$ cat config.mk
export PLATFORM = sky130hd
export DESIGN_NAME = ssc_port
export DESIGN_NICKNAME = d
export VERILOG_FILES = /design/src/shared/ssc_pkg.sv /design/src/logic/ssc_port.sv
export SDC_FILE = /design/constraint.sdc
export NUM_CORES = 1
export LEC_CHECK = 0
export BUFFER_PORTS_ARGS = -buffer_cell sky130_fd_sc_hd__buf_2
export CAP_MARGIN = 20
export CORE_ASPECT_RATIO = 0.7
export CORE_MARGIN = 5
export CORE_UTILIZATION = 56
export CTS_CLUSTER_DIAMETER = 30
export DETAILED_ROUTE_END_ITERATION = 7
export PLACE_DENSITY_LB_ADDON = 0.15
export SLEW_MARGIN = 20
export SYNTH_ARGS = -nofsm -noshare
export SYNTH_HDL_FRONTEND = slang
export SYNTH_SLANG_ARGS = --single-unit
$ cat constraint.sdc
create_clock -name mclk -period 26.7 [get_ports mclk]
set_clock_uncertainty 0.05 [all_clocks]
set_input_delay 5.34 -clock mclk [delete_from_list [all_inputs] [get_ports mclk]]
set_output_delay 5.34 -clock mclk [all_outputs]
set_load 0.02 [all_outputs]
$ cat src/shared/ssc_pkg.sv
// Constants, types and register map of the serial port control and data block
package ssc_pkg;

	localparam int unsigned SSC_DW = 16;
	localparam int unsigned SSC_AW = 8;

	localparam logic [SSC_AW-1:0] SSC_OFS_CTRL0 = 8'h00;
	localparam logic [SSC_AW-1:0] SSC_OFS_CTRL1 = 8'h04;
	localparam logic [SSC_AW-1:0] SSC_OFS_DATA = 8'h08;
	localparam logic [SSC_AW-1:0] SSC_OFS_STAT = 8'h0c;

	localparam logic [3:0] SSC_DSS_MIN = 4'h3;
	localparam logic [4:0] SSC_MIN_BITS = 5'h04;
	localparam logic [4:0] SSC_HALF_TX_BITS = 5'h08;
	localparam logic [4:0] SSC_FULL_BITS = 5'h10;
	localparam logic [15:0] SSC_ALL_ONES = 16'hffff;

	typedef enum logic [1:0] {
		SSC_FRF_SPI = 2'h0,
		SSC_FRF_SYNC = 2'h1,
		SSC_FRF_HALF = 2'h2,
		SSC_FRF_RSV = 2'h3
	} ssc_frf_type;

	typedef enum logic [2:0] {
		SSC_ST_IDLE = 3'b001,
		SSC_ST_SHIFT = 3'b010,
		SSC_ST_DONE = 3'b100
	} ssc_state_type;

	// Control one layout, bit 3 down to bit 0
	typedef struct packed {
		logic slave_output_disable;
		logic master_slave_select;
		logic port_enable;
		logic loopback_enable;
	} ssc_ctrl_type;

	localparam ssc_ctrl_type SSC_CTRL_RST = 4'h0;

	// Control zero layout, bits 15:0
	typedef struct packed {
		logic [7:0] scr;
		logic [1:0] rsv;
		ssc_frf_type frf;
		logic [3:0] dss;
	} ssc_cfg_type;

	localparam ssc_cfg_type SSC_CFG_RST = 16'h0000;

	// Status layout, bits 5:0
	typedef struct packed {
		logic overrun;
		logic busy;
		logic rx_full;
		logic rx_not_empty;
		logic tx_not_full;
		logic tx_empty;
	} ssc_stat_type;

endpackage : ssc_pkg

$ cat src/logic/ssc_port.sv
// Serial port control, data window, FIFOs and shift engine
//
// Behaviour
// RULE_01: Slave with output disable set never enables the transmit pin driver.
// RULE_02: Output disable is ignored in master mode; master always drives transmit. The code drives it only while the port is enabled.
// RULE_03: Software changes master/slave select only while port is disabled.
// RULE_04: Select bit 0 makes the port master, 1 makes it slave.
// RULE_05: Enable bit starts serial operation; cleared enable means no transfers.
// RULE_06: Software clears enable before reprogramming any control register.
// RULE_07: Loopback routes transmit shifter output into receive shifter input.
// RULE_08: Data register is 16 bits at offset 0x008; bits 31:16 reserved.
// RULE_09: Reading data returns receive FIFO head and removes it.
// RULE_10: Writing data stores the value into the transmit FIFO.
// RULE_11: Receive logic extracts each frame's word into the receive FIFO.
// RULE_12: Transmit logic loads FIFO words one at a time and shifts them out.
// RULE_13: Words under 16 bits are right-justified; unused upper bits ignored.
// RULE_14: Received words under 16 bits are right-justified automatically.
// RULE_15: Half-duplex format transmits only the low eight bits of each word.
// RULE_16: Half-duplex receive length follows the programmed data size.
// RULE_17: Disabling the port leaves both FIFOs intact, allowing transmit preload.
// RULE_18: Software leaves control bits 31:4 alone; device reads them as zero.

module ssc_fifo #(
	parameter int unsigned W = 16,
	parameter int unsigned DEPTH = 8
) (
	input wire logic mclk,
	input wire logic reset,
	input wire logic in_valid,
	output logic in_ready,
	input wire logic [W-1:0] in_data,
	output logic out_valid,
	input wire logic out_ready,
	output logic [W-1:0] out_data
);
	localparam int unsigned AW = (DEPTH > 1) ? $clog2(DEPTH) : 1;

	typedef struct packed {
		logic [DEPTH-1:0][W-1:0] mem;
		logic [AW-1:0] wp;
		logic [AW-1:0] rp;
		logic [AW:0] cnt;
	} ssc_fifo_type;

	ssc_fifo_type f_r;
	ssc_fifo_type f_nxt;
	logic push;
	logic pop;

	always_comb begin
		f_nxt = f_r;
		in_ready = (f_r.cnt != (AW+1)'(DEPTH));
		out_valid = (f_r.cnt != '0);
		out_data = f_r.mem[f_r.rp];
		push = in_valid && in_ready;
		pop = out_valid && out_ready;
		if (push) begin
			f_nxt.mem[f_r.wp] = in_data;
			f_nxt.wp = (f_r.wp == AW'(DEPTH - 1)) ? '0 : f_r.wp + 1'b1;
		end
		if (pop) begin
			f_nxt.rp = (f_r.rp == AW'(DEPTH - 1)) ? '0 : f_r.rp + 1'b1;
		end
		f_nxt.cnt = f_r.cnt + (AW+1)'(push) - (AW+1)'(pop);
	end

	always_ff @(posedge mclk or posedge reset) begin
		if (reset) begin
			f_r <= '0;
		end else begin
			f_r <= f_nxt;
		end
	end
endmodule : ssc_fifo

module ssc_port import ssc_pkg::*; #(
	parameter int unsigned TX_DEPTH = 8,
	parameter int unsigned RX_DEPTH = 8
) (
	input wire logic mclk,
	input wire logic reset,
	input wire logic [SSC_AW-1:0] avs_address,
	input wire logic avs_read,
	input wire logic avs_write,
	input wire logic [31:0] avs_writedata,
	input wire logic [3:0] avs_byteenable,
	output logic [31:0] avs_readdata,
	output logic avs_waitrequest,
	output logic serial_tx_pin,
	output logic serial_tx_oe,
	input wire logic serial_rx_pin,
	output logic sclk_out,
	output logic sclk_oe,
	input wire logic sclk_in,
	output logic frame_out_n,
	output logic frame_oe,
	input wire logic frame_in_n
);
	typedef struct packed {
		ssc_ctrl_type ctrl;
		ssc_cfg_type cfg;
		ssc_state_type st;
		logic ack;
		logic rd_pop;
		logic [31:0] rdata;
		logic [7:0] div;
		logic sclk;
		logic frame;
		logic overrun;
		logic [4:0] bits;
		logic [SSC_DW-1:0] tx_sh;
		logic [SSC_DW-1:0] rx_sh;
		logic [1:0] sclk_s;
		logic [1:0] fss_s;
		logic [1:0] rxd_s;
		logic sclk_d;
		logic fss_d;
	} ssc_core_type;

	ssc_core_type s_r;
	ssc_core_type s_nxt;

	logic tx_push;
	logic tx_in_ready;
	logic tx_out_valid;
	logic [SSC_DW-1:0] tx_out_data;
	logic tx_pop;
	logic rx_push;
	logic [SSC_DW-1:0] rx_word;
	logic skid_ready;
	logic skid_valid;
	logic [SSC_DW-1:0] skid_data;
	logic rx_in_ready;
	logic rx_out_valid;
	logic [SSC_DW-1:0] rx_out_data;
	logic rx_pop;
	logic [4:0] n_bits;
	logic [4:0] tx_len;
	logic [4:0] rx_start;
	logic [4:0] total;
	logic half;
	logic rx_in;
	logic sample_ev;
	logic shift_ev;
	logic rx_cap;
	logic start;
	logic acc;
	logic hold;
	logic done;
	ssc_stat_type stat;

	function automatic logic [4:0] ssc_size(input logic [3:0] dss);
		ssc_size = (dss < SSC_DSS_MIN) ? SSC_MIN_BITS : 5'({1'b0, dss} + 5'h01);
	endfunction : ssc_size

	function automatic logic [SSC_DW-1:0] ssc_mask(input logic [4:0] n);
		ssc_mask = SSC_ALL_ONES >> (SSC_FULL_BITS - n);
	endfunction : ssc_mask

	ssc_fifo #(.W(SSC_DW), .DEPTH(TX_DEPTH)) u_tx_fifo (
		.mclk(mclk),
		.reset(reset),
		.in_valid(tx_push),
		.in_ready(tx_in_ready),
		.in_data(avs_writedata[SSC_DW-1:0]),
		.out_valid(tx_out_valid),
		.out_ready(tx_pop),
		.out_data(tx_out_data)
	);

	// Two-entry skid absorbs a word while the receive FIFO is briefly full
	ssc_fifo #(.W(SSC_DW), .DEPTH(2)) u_rx_skid (
		.mclk(mclk),
		.reset(reset),
		.in_valid(rx_push),
		.in_ready(skid_ready),
		.in_data(rx_word),
		.out_valid(skid_valid),
		.out_ready(rx_in_ready),
		.out_data(skid_data)
	);

	ssc_fifo #(.W(SSC_DW), .DEPTH(RX_DEPTH)) u_rx_fifo (
		.mclk(mclk),
		.reset(reset),
		.in_valid(skid_valid),
		.in_ready(rx_in_ready),
		.in_data(skid_data),
		.out_valid(rx_out_valid),
		.out_ready(rx_pop),
		.out_data(rx_out_data)
	);

	always_comb begin
		s_nxt = s_r;
		n_bits = ssc_size(s_r.cfg.dss);
		half = (s_r.cfg.frf == SSC_FRF_HALF);
		tx_len = half ? SSC_HALF_TX_BITS : n_bits; // [RULE_15]
		rx_start = half ? SSC_HALF_TX_BITS : '0;
		total = half ? 5'(SSC_HALF_TX_BITS + n_bits) : n_bits; // [RULE_16]
		rx_in = s_r.ctrl.loopback_enable ? s_r.tx_sh[SSC_DW-1] : s_r.rxd_s[1]; // [RULE_07]
		rx_word = s_r.rx_sh & ssc_mask(n_bits); // [RULE_14]
		sample_ev = 1'b0;
		shift_ev = 1'b0;
		rx_cap = 1'b0;
		tx_pop = 1'b0;
		rx_push = 1'b0;
		start = 1'b0;
		stat.overrun = s_r.overrun;
		stat.busy = (s_r.st != SSC_ST_IDLE) || tx_out_valid;
		stat.rx_full = !rx_in_ready;
		stat.rx_not_empty = rx_out_valid;
		stat.tx_not_full = tx_in_ready;
		stat.tx_empty = !tx_out_valid;

		// Pin synchronisers
		s_nxt.sclk_s = {s_r.sclk_s[0], sclk_in};
		s_nxt.fss_s = {s_r.fss_s[0], frame_in_n};
		s_nxt.rxd_s = {s_r.rxd_s[0], serial_rx_pin};
		s_nxt.sclk_d = s_r.sclk_s[1];
		s_nxt.fss_d = s_r.fss_s[1];

		// Bus slave: one wait cycle, longer for a data write while the transmit FIFO is full
		avs_waitrequest = (avs_read || avs_write) && !s_r.ack;
		acc = (avs_read || avs_write) && !s_r.ack;
		hold = avs_write && (avs_address == SSC_OFS_DATA) && !tx_in_ready;
		done = (avs_read || avs_write) && s_r.ack;
		s_nxt.ack = acc && !hold;
		if (acc) begin
			s_nxt.rdata = '0;
			s_nxt.rd_pop = 1'b0;
			case (avs_address)
				SSC_OFS_CTRL0: begin
					s_nxt.rdata[SSC_DW-1:0] = s_r.cfg;
				end
				SSC_OFS_CTRL1: begin
					s_nxt.rdata[3:0] = s_r.ctrl; // [RULE_18]
				end
				SSC_OFS_DATA: begin
					s_nxt.rdata[SSC_DW-1:0] = rx_out_valid ? rx_out_data : '0; // [RULE_08]
					s_nxt.rd_pop = avs_read && rx_out_valid;
				end
				SSC_OFS_STAT: begin
					s_nxt.rdata[5:0] = stat;
				end
				default: begin
				end
			endcase
		end
		tx_push = done && avs_write && (avs_address == SSC_OFS_DATA); // [RULE_10]
		rx_pop = done && avs_read && s_r.rd_pop; // [RULE_09]
		if (done && avs_read && (avs_address == SSC_OFS_STAT)) begin
			s_nxt.overrun = 1'b0;
		end
		if (done && avs_write && avs_byteenable[0]) begin
			if (avs_address == SSC_OFS_CTRL1) begin
				s_nxt.ctrl.port_enable = avs_writedata[1];
				s_nxt.ctrl.loopback_enable = avs_writedata[0];
				s_nxt.ctrl.slave_output_disable = avs_writedata[3];
				// Role change mid-frame would corrupt the shift engine
				if (!s_r.ctrl.port_enable) begin
					s_nxt.ctrl.master_slave_select = avs_writedata[2]; // [RULE_03]
				end
			end
			if (avs_address == SSC_OFS_CTRL0 && !s_r.ctrl.port_enable) begin // [RULE_06]
				s_nxt.cfg.dss = avs_writedata[3:0];
				s_nxt.cfg.frf = ssc_frf_type'(avs_writedata[5:4]);
			end
		end
		if (done && avs_write && avs_byteenable[1] && avs_address == SSC_OFS_CTRL0
				&& !s_r.ctrl.port_enable) begin
			s_nxt.cfg.scr = avs_writedata[15:8];
		end

		// Edge events: slave follows the pin clock, master its own divider
		if (s_r.ctrl.master_slave_select) begin // [RULE_04]
			sample_ev = s_r.sclk_s[1] && !s_r.sclk_d;
			shift_ev = !s_r.sclk_s[1] && s_r.sclk_d;
		end else if (s_r.div == '0) begin
			sample_ev = !s_r.sclk;
			shift_ev = s_r.sclk;
		end

		case (s_r.st)
			SSC_ST_IDLE: begin
				s_nxt.frame = 1'b0;
				s_nxt.sclk = 1'b0;
				s_nxt.bits = '0;
				s_nxt.div = s_r.cfg.scr;
				start = s_r.ctrl.master_slave_select ? (s_r.fss_d && !s_r.fss_s[1])
					: tx_out_valid;
				if (s_r.ctrl.port_enable && start) begin // [RULE_05]
					tx_pop = tx_out_valid; // [RULE_12]
					s_nxt.tx_sh = tx_out_valid ? SSC_DW'((tx_out_data & ssc_mask(tx_len))
						<< (SSC_FULL_BITS - tx_len)) : '0; // [RULE_13]
					s_nxt.st = SSC_ST_SHIFT;
					s_nxt.frame = !s_r.ctrl.master_slave_select;
				end
			end
			SSC_ST_SHIFT: begin
				if (!s_r.ctrl.master_slave_select) begin
					s_nxt.div = (s_r.div == '0) ? s_r.cfg.scr : s_r.div - 1'b1;
				end
				if (sample_ev && s_r.bits != total) begin
					s_nxt.sclk = !s_r.ctrl.master_slave_select;
					s_nxt.bits = s_r.bits + 1'b1;
					if (s_r.bits >= rx_start) begin
						rx_cap = 1'b1;
						s_nxt.rx_sh = {s_r.rx_sh[SSC_DW-2:0], rx_in}; // [RULE_11]
					end
				end else if (shift_ev) begin
					s_nxt.sclk = 1'b0;
					s_nxt.tx_sh = {s_r.tx_sh[SSC_DW-2:0], 1'b0};
				end
				// Slave ends on the last sample, master after the trailing clock fall
				if (s_r.bits == total && (s_r.ctrl.master_slave_select || shift_ev)) begin
					s_nxt.st = SSC_ST_DONE;
				end else if (s_r.ctrl.master_slave_select && s_r.fss_s[1]) begin
					s_nxt.st = SSC_ST_IDLE;
				end
			end
			SSC_ST_DONE: begin
				rx_push = 1'b1; // [RULE_11]
				if (!skid_ready) begin
					s_nxt.overrun = 1'b1;
				end
				s_nxt.st = SSC_ST_IDLE;
				s_nxt.frame = 1'b0;
				s_nxt.tx_sh = '0;
			end
			default: begin
				s_nxt.st = SSC_ST_IDLE;
			end
		endcase

		// Abort only the frame; FIFO contents survive a disable
		if (!s_r.ctrl.port_enable) begin // [RULE_05] [RULE_17]
			s_nxt.st = SSC_ST_IDLE;
			s_nxt.frame = 1'b0;
			s_nxt.sclk = 1'b0;
		end
	end

	always_ff @(posedge mclk or posedge reset) begin
		if (reset) begin
			s_r <= '0;
			s_r.ctrl <= SSC_CTRL_RST;
			s_r.cfg <= SSC_CFG_RST;
			s_r.st <= SSC_ST_IDLE;
			s_r.sclk_s <= 2'h0;
			s_r.fss_s <= '1;
			s_r.fss_d <= 1'b1;
		end else begin
			s_r <= s_nxt;
		end
	end

	assign avs_readdata = s_r.rdata;
	assign serial_tx_pin = s_r.tx_sh[SSC_DW-1];
	// Shared slave data line: a disabled slave must stay off it
	assign serial_tx_oe = s_r.ctrl.port_enable && (s_r.ctrl.master_slave_select
		? (!s_r.ctrl.slave_output_disable && s_r.st != SSC_ST_IDLE) : 1'b1); // [RULE_01] [RULE_02]
	assign sclk_out = s_r.sclk;
	assign sclk_oe = s_r.ctrl.port_enable && !s_r.ctrl.master_slave_select; // [RULE_04]
	assign frame_out_n = !s_r.frame;
	assign frame_oe = s_r.ctrl.port_enable && !s_r.ctrl.master_slave_select;
endmodule : ssc_port

==> metrics.md, run 1 <==
| Metric | Value |
|---|---|
| Run status | finished clean |
| Row cnt | 57 |
| Synthesized area per cell | 11.38 µm² |
| Largest net degree at the start of global routing | 114 |
| Routed via count | 13990 |
| Clock Latency Late Sink | 0.59 ns |
| N_diodes | 0 |
| DRC | 0 |
| Design internal power | 0.001264 W |
| Post-route ant nets | 0 |
| RSZ-0062 raised after global routing | no |
| Congestion Overflow GR | 0 |
| Antenna violations before repair | 5 |
| Post CTS Setup Buffer Count | 0 |
| DRT Pass-1 Iters | 6 |
| Worst Setup EP | avs_waitrequest |
| Reg2reg start | s_r[93]$_DFFE_PP0P_ |
| Mapped Area | 19890 µm² |
| Final setup TNS | 0 ns |
| Required @ worst endpoint | 21.31 ns |
| Hold Path Class | reg2reg |
| Crit-path max FO | 26 |
| Number of global-route vias before repair | ~14000 |
| Via/cell ratio | roughly 6.1 |
| Critical path capture point type | output pin |
| Worst setup startpoint | avs_write |
| Fin crit share | a little under half |
| Die Height | 167.7 µm |
| Max Root-Sink Buffers | 3 |
| EDFF count, synth | 0 |
| Post-synthesis register bit count | about 400 |
| RR Endpoint | s_r[36]$_DFFE_PP0P_ |
| Hold WS | approximately 0.29 ns |
| Clk pwr share | between 50% and 60% |
| Initial Util | 57.02% |
| WP data arrival | between 6 and 7 ns |
| Largest area contributor in the synthesized netlist | dfrtp_1 |
| LEAKAGE | 10.58 nW |
| Core area | about 35000 µm² |
| First-pass GRT wire length | ~80 mm |
| PortBufs | 55 |
| Final WL | 49.16 mm |
| Routed length per instance | 21.34 µm |
| Die area | 39440 µm² |
| CTS HTree Levels | 3 |
| GP Congestion | 0.9238 |
| Hold Buf Count CTS | 0 |
| Hpwl dp | roughly 33 mm |
| Proportion of netlist area held by the largest area contributor | 50.71% |
| Pwr Total | 0.001633 W |
| Distinct cells, synth | 81 |
| Final setup violation count | 0 |
| CP startpoint kind | primary input |
| Clock Pin Slew Worst Setup and Hold Paths | 0.04 ns |
| Commonest cells after routing, fill and taps aside | dfrtp_1, mux2_2, nand2_1 |
| Final Max Slew Viols | 0 |
| Max_slew headroom | 24.59% |
| CTS resizes | 0 |
| Fmax | 82.71 MHz |
| Max_cap viols | 0 |
| Num CTS Buffers | 70 |
| Net count reported at finish | 1867 |
| Final Hold Vio Count | 0 |
| IO Count | 90 |
| Synth async-reset ratio | 100.0% |
| Post-synthesis cell count | between 1500 and 2000 |
| Comb power frac | between 4 and 5% |
| 1st-iter DRT viols | 1276 |
| Worst Setup Path Type | in2out |
| Layout Area Growth over Synthesis | 15.21% |
| Clock Sinks | 407 |
| Layout cells sized above 1 | 26.69% |
| Die X | ~240 µm |
| Sequential share of power | 38.7% |
| Worst-Margin Slew | 1.127 ns |
| Most common cell after layout, fill and taps aside | dfrtp_1 |
| Worst r2r path cells | 13 |
| Crit path time final | 12.09 ns |
| Clock root buffer | clkbuf_16 |
| GRT Total Usage | 25.10% |
| Top post-synthesis cells by area | dfrtp_1, mux2_2, mux4_2, a21oi_1, nand2_1 |
| Yosys Warn Count | 0 |
| Primary FF master, synth | dfrtp_1 |
| CTS tree | yes |
| Sw frac | 22.61% |
| Reg2reg setup slack | 21.26 ns |
| Maximum vdd ir drop | 50.64 µV |
| P per Cell Area | ~71 nW/µm² |
| Final Util | 65.69% |
| Switch Pwr | 0.0003692 W |
| Seq/Total Area, Yosys | 51.24% |
logic make-up after synthesis:
family	synth area share [%]
XOR/XNOR	0.8368
AND/OR/NAND/NOR	10.38
adder cells (fa/ha/maj)	2.529
flip-flops	51.24
AO/OA/AOI/OAI	10.95
other	0.01886
multiplexers	19.84
buffers and inverters	4.197
Yosys cell counts, types with 5 or more instances:
master,instances
ha_1,37
nor2b_1,7
mux2_2,174
buf_1,11
nand4b_1,5
a211oi_1,9
or3_1,7
xor2_1,8
nand4_1,11
o311ai_0,5
o22ai_1,6
o21ai_0,122
nand2b_1,17
a221oi_1,5
mux2i_1,47
and3_1,8
a31oi_1,6
a22oi_1,7
a21oi_1,124
a21o_1,9
mux4_2,62
buf_4,34
nand3_1,19
o211ai_1,9
nand3b_1,6
a22o_1,9
and2_1,8
buf_2,16
nor2_1,149
xnor2_1,11
inv_1,38
mux2_4,8
o31ai_1,10
nor4_1,5
clkbuf_1,80
nand2_1,165
nor3_1,18
dfrtp_1,403
per-stage QoR:
stage / instance area (µm²) / std cells / setup WS [ns]
floorplan: 19940 / 1762 / 9.994
global placement: 20380 / 2176 / 14.63
detailed placement: 20390 / 2177 / 14.60
CTS: 22880 / 2304 / 14.60
global route: 22910 / 2304 / 14.45
finish: 22910 / 2304 / 14.61
final cells by class:
class                   instances  area [µm²]
well taps                     472       590.6
clock buffers                  83        1933
clock inverters                44       558.0
inverters                      39       153.9
fillers                      2628       11960
multi-input cells            1174        8967
repair buffers                 85       515.5
flip-flops and latches        407       10190
power by group through the flow:
stage / clock network (W) / logic, W / registers (W)
2_1_floorplan: 0 / 0.0000515 / 0.000639
3_3_place_gp: 0 / 0.0000668 / 0.000641
3_5_place_dp: 0 / 0.0000685 / 0.000642
4_1_cts: 0.000947 / 0.0000694 / 0.000632
5_1_grt: 0.000981 / 0.0000769 / 0.000632
6_report: 0.000933 / 0.0000690 / 0.000632
worst min path at each step:
stage                               to  cells past startpoint  slack (ns)                from
detailed placement  s_nxt[1]$_DFF_PP0_                      0        0.29  s_nxt[7]$_DFF_PP0_
CTS                 s_nxt[1]$_DFF_PP0_                      0        0.30  s_nxt[7]$_DFF_PP0_
finish              s_nxt[1]$_DFF_PP0_                      0        0.29  s_nxt[7]$_DFF_PP0_
floorplan           s_nxt[1]$_DFF_PP0_                      0        0.28  s_nxt[7]$_DFF_PP0_
global placement    s_nxt[1]$_DFF_PP0_                      0        0.29  s_nxt[7]$_DFF_PP0_
global route        s_nxt[1]$_DFF_PP0_                      0        0.30  s_nxt[7]$_DFF_PP0_
flip-flops by register name, summed over array words and instances, names as in the netlist:
name,count
s_nxt,5
avs_readdata,16
s_r,72
u_tx_fifo.f_r,138
u_rx_skid.f_r,36
u_rx_fifo.f_r,138
sclk_out,1
serial_tx_pin,1
per-layer routing:
metal	track usage [%]	up-vias	wire length, µm
met3	6.396	90	4245
met1	38.61	7044	22770
met5	0	-	34
met4	6.609	6	1088
li1	-	6326	-
met2	35.89	526	21020
critical path, stage by stage:
cell      delay, ns
buf_2          0.12
o21bai_2       0.80
inv_1          0.21
buf_2          0.23
(Power assumes the default switching activity.)
==> run 2, diff against run 1 <==
- clock period: 26.7 -> 10.9 ns (I/O delays scaled with it)
==> metrics.md, run 2 (synthesized netlist as in run 1, its figures left out) <==
| Metric | Value |
|---|---|
| Run status | finished clean |
| Number of global-route vias before repair | about 14000 |
| Max layer used | met5 |
| Crit-path max FO | 26 |
| Hold Path Class | reg2reg |
| Worst Min Path Start | s_nxt[7]$_DFF_PP0_ |
| Hpwl dp | roughly 32 mm |
| DRT Pass-1 Iters | 5 |
| Crit path time final | ~5.7 ns |
| Dpl ws | 5.175 ns |
| P per Cell Area | 172.6 nW/µm² |
| Max_cap viols | 0 |
| Fin crit share | 52.74% |
| Net count reported at finish | 1872 |
| Via/cell ratio | 6.046 |
| CTS HTree Levels | 3 |
| Required @ worst endpoint | 8.67 ns |
| Clock root buffer | clkbuf_16 |
| Final WL | a little under 50 mm |
| Row cnt | 57 |
| Met3 WL | 3.890 mm |
| Final setup violation count | 0 |
| Die area | 39440 µm² |
| N_diodes | 0 |
| First-pass GRT wire length | 78.36 mm |
| Hold WS | 0.2991 ns |
| Core area | 34870 µm² |
| DRC | 0 |
| Pwr Total | 0.003954 W |
| Congestion Overflow GR | 0 |
| Antenna violations before repair | 2 |
| Final worst setup slack | 5.151 ns |
| PortBufs | 55 |
| Layout Area Growth over Synthesis | 15.18% |
| Clock Sinks | 407 |
| Final Hold Vio Count | 0 |
| 1st-iter DRT viols | 1370 |
| Routed length per instance | 21.22 µm |
| Clock Pin Slew Worst Setup and Hold Paths | 0.04 ns |
| RSZ-0062 raised after global routing | no |
| Routed length on met2 | between 20 and 25 mm |
| Reg2reg setup slack | 5.72 ns |
| LEAKAGE | 10.57 nW |
| IO Count | 90 |
| Fmax | around 170 MHz |
| RR Endpoint | s_r[30]$_DFFE_PP0P_ |
| Maximum vdd ir drop | 128.8 µV |
| Final setup TNS | 0 ns |
| Hold Buf Count CTS | 0 |
| Largest net degree at the start of global routing | 186 |
| Routed via count | about 14000 |
| Max Root-Sink Buffers | 3 |
| Worst r2r path cells | 15 |
| Worst Setup EP | avs_waitrequest |
| WP data arrival | 3.52 ns |
| Post-route ant nets | 0 |
| Worst Setup Path Type | in2out |
| WL met1 | 23.08 mm |
| Initial Util | 57.02% |
| Reg2reg start | s_r[93]$_DFFE_PP0P_ |
| Commonest cells after routing, fill and taps aside | dfrtp_1, mux2_2, nand2_1 |
| Most common cell after layout, fill and taps aside | dfrtp_1 |
| Worst setup startpoint | avs_write |
| Die Height | 167.7 µm |
| Final Max Slew Viols | 0 |
| GRT Total Usage | 24.90% |
| Final Util | about two thirds |
| CTS resizes | 0 |
| CTS tree | yes |
| Top Registers | u_rx_fifo.f_r (138), u_tx_fifo.f_r (138), s_r (72) |
| Critical path capture point type | output pin |
| Max_slew headroom | about a quarter |
| Die X | 235.2 µm |
| CP startpoint kind | primary input |
| Num CTS Buffers | 74 |
| Worst-Margin Slew | 1.105 ns |
| Post CTS Setup Buffer Count | 0 |
| GP Congestion | 0.8682 |
| Layout cells sized above 1 | 26.39% |
| Clock Latency Late Sink | slightly below 0.6 ns |
-- run 2: changes by cell type in the layout (fill, tap and decap cells not counted), sizes merged --
cell	delta
clkinv	-9
clkbuf	+21
buf	+1
bufinv	-7
-- run 2: cell type report --
type                    instances  area (µm²)
clock buffers                 104        2167
clock inverters                28       299.0
fillers                      2621       11970
inverters                      39       150.1
multi-input cells            1174        8962
flip-flops and latches        407       10190
well taps                     472       590.6
repair buffers                 86       544.3
-- run 2: power by group --
part,internal (W),total (W),switching (W)
Clock,0.00146,0.00224,0.000773
Sequential,0.00153,0.00155,0.0000129
Combinational,0.0000517,0.000173,0.000121
-- run 2: worst min-delay path by stage --
| stage | endpoint | slack (ns) | cells after the start |
|---|---|---|---|
| 2_1_floorplan | s_nxt[1]$_DFF_PP0_ | 0.28 | 0 |
| 3_3_place_gp | s_nxt[1]$_DFF_PP0_ | 0.29 | 0 |
| 3_5_place_dp | s_nxt[1]$_DFF_PP0_ | 0.30 | 0 |
| 4_1_cts | s_nxt[1]$_DFF_PP0_ | 0.30 | 0 |
| 5_1_grt | s_nxt[1]$_DFF_PP0_ | 0.31 | 0 |
| 6_report | s_nxt[1]$_DFF_PP0_ | 0.30 | 0 |
-- run 2: worst max-delay path, cell delays in order --
cell and delay, ns:
buf_2 0.12, o21bai_2 0.76, inv_1 0.23, buf_2 0.23
-- run 2: per-stage QoR --
stage / instances / area, µm²
after floorplan: 1762 / 19950
after global placement: 2177 / 20390
after detailed placement: 2177 / 20390
after CTS: 2309 / 22860
after global routing: 2310 / 22910
final: 2310 / 22910
-- run 2: layer usage --
layer	GRT usage, %	vias to the layer above
met4	5.626	2
met5	0	-
met3	6.593	70
met2	35.56	463
met1	38.57	7111
li1	-	6320
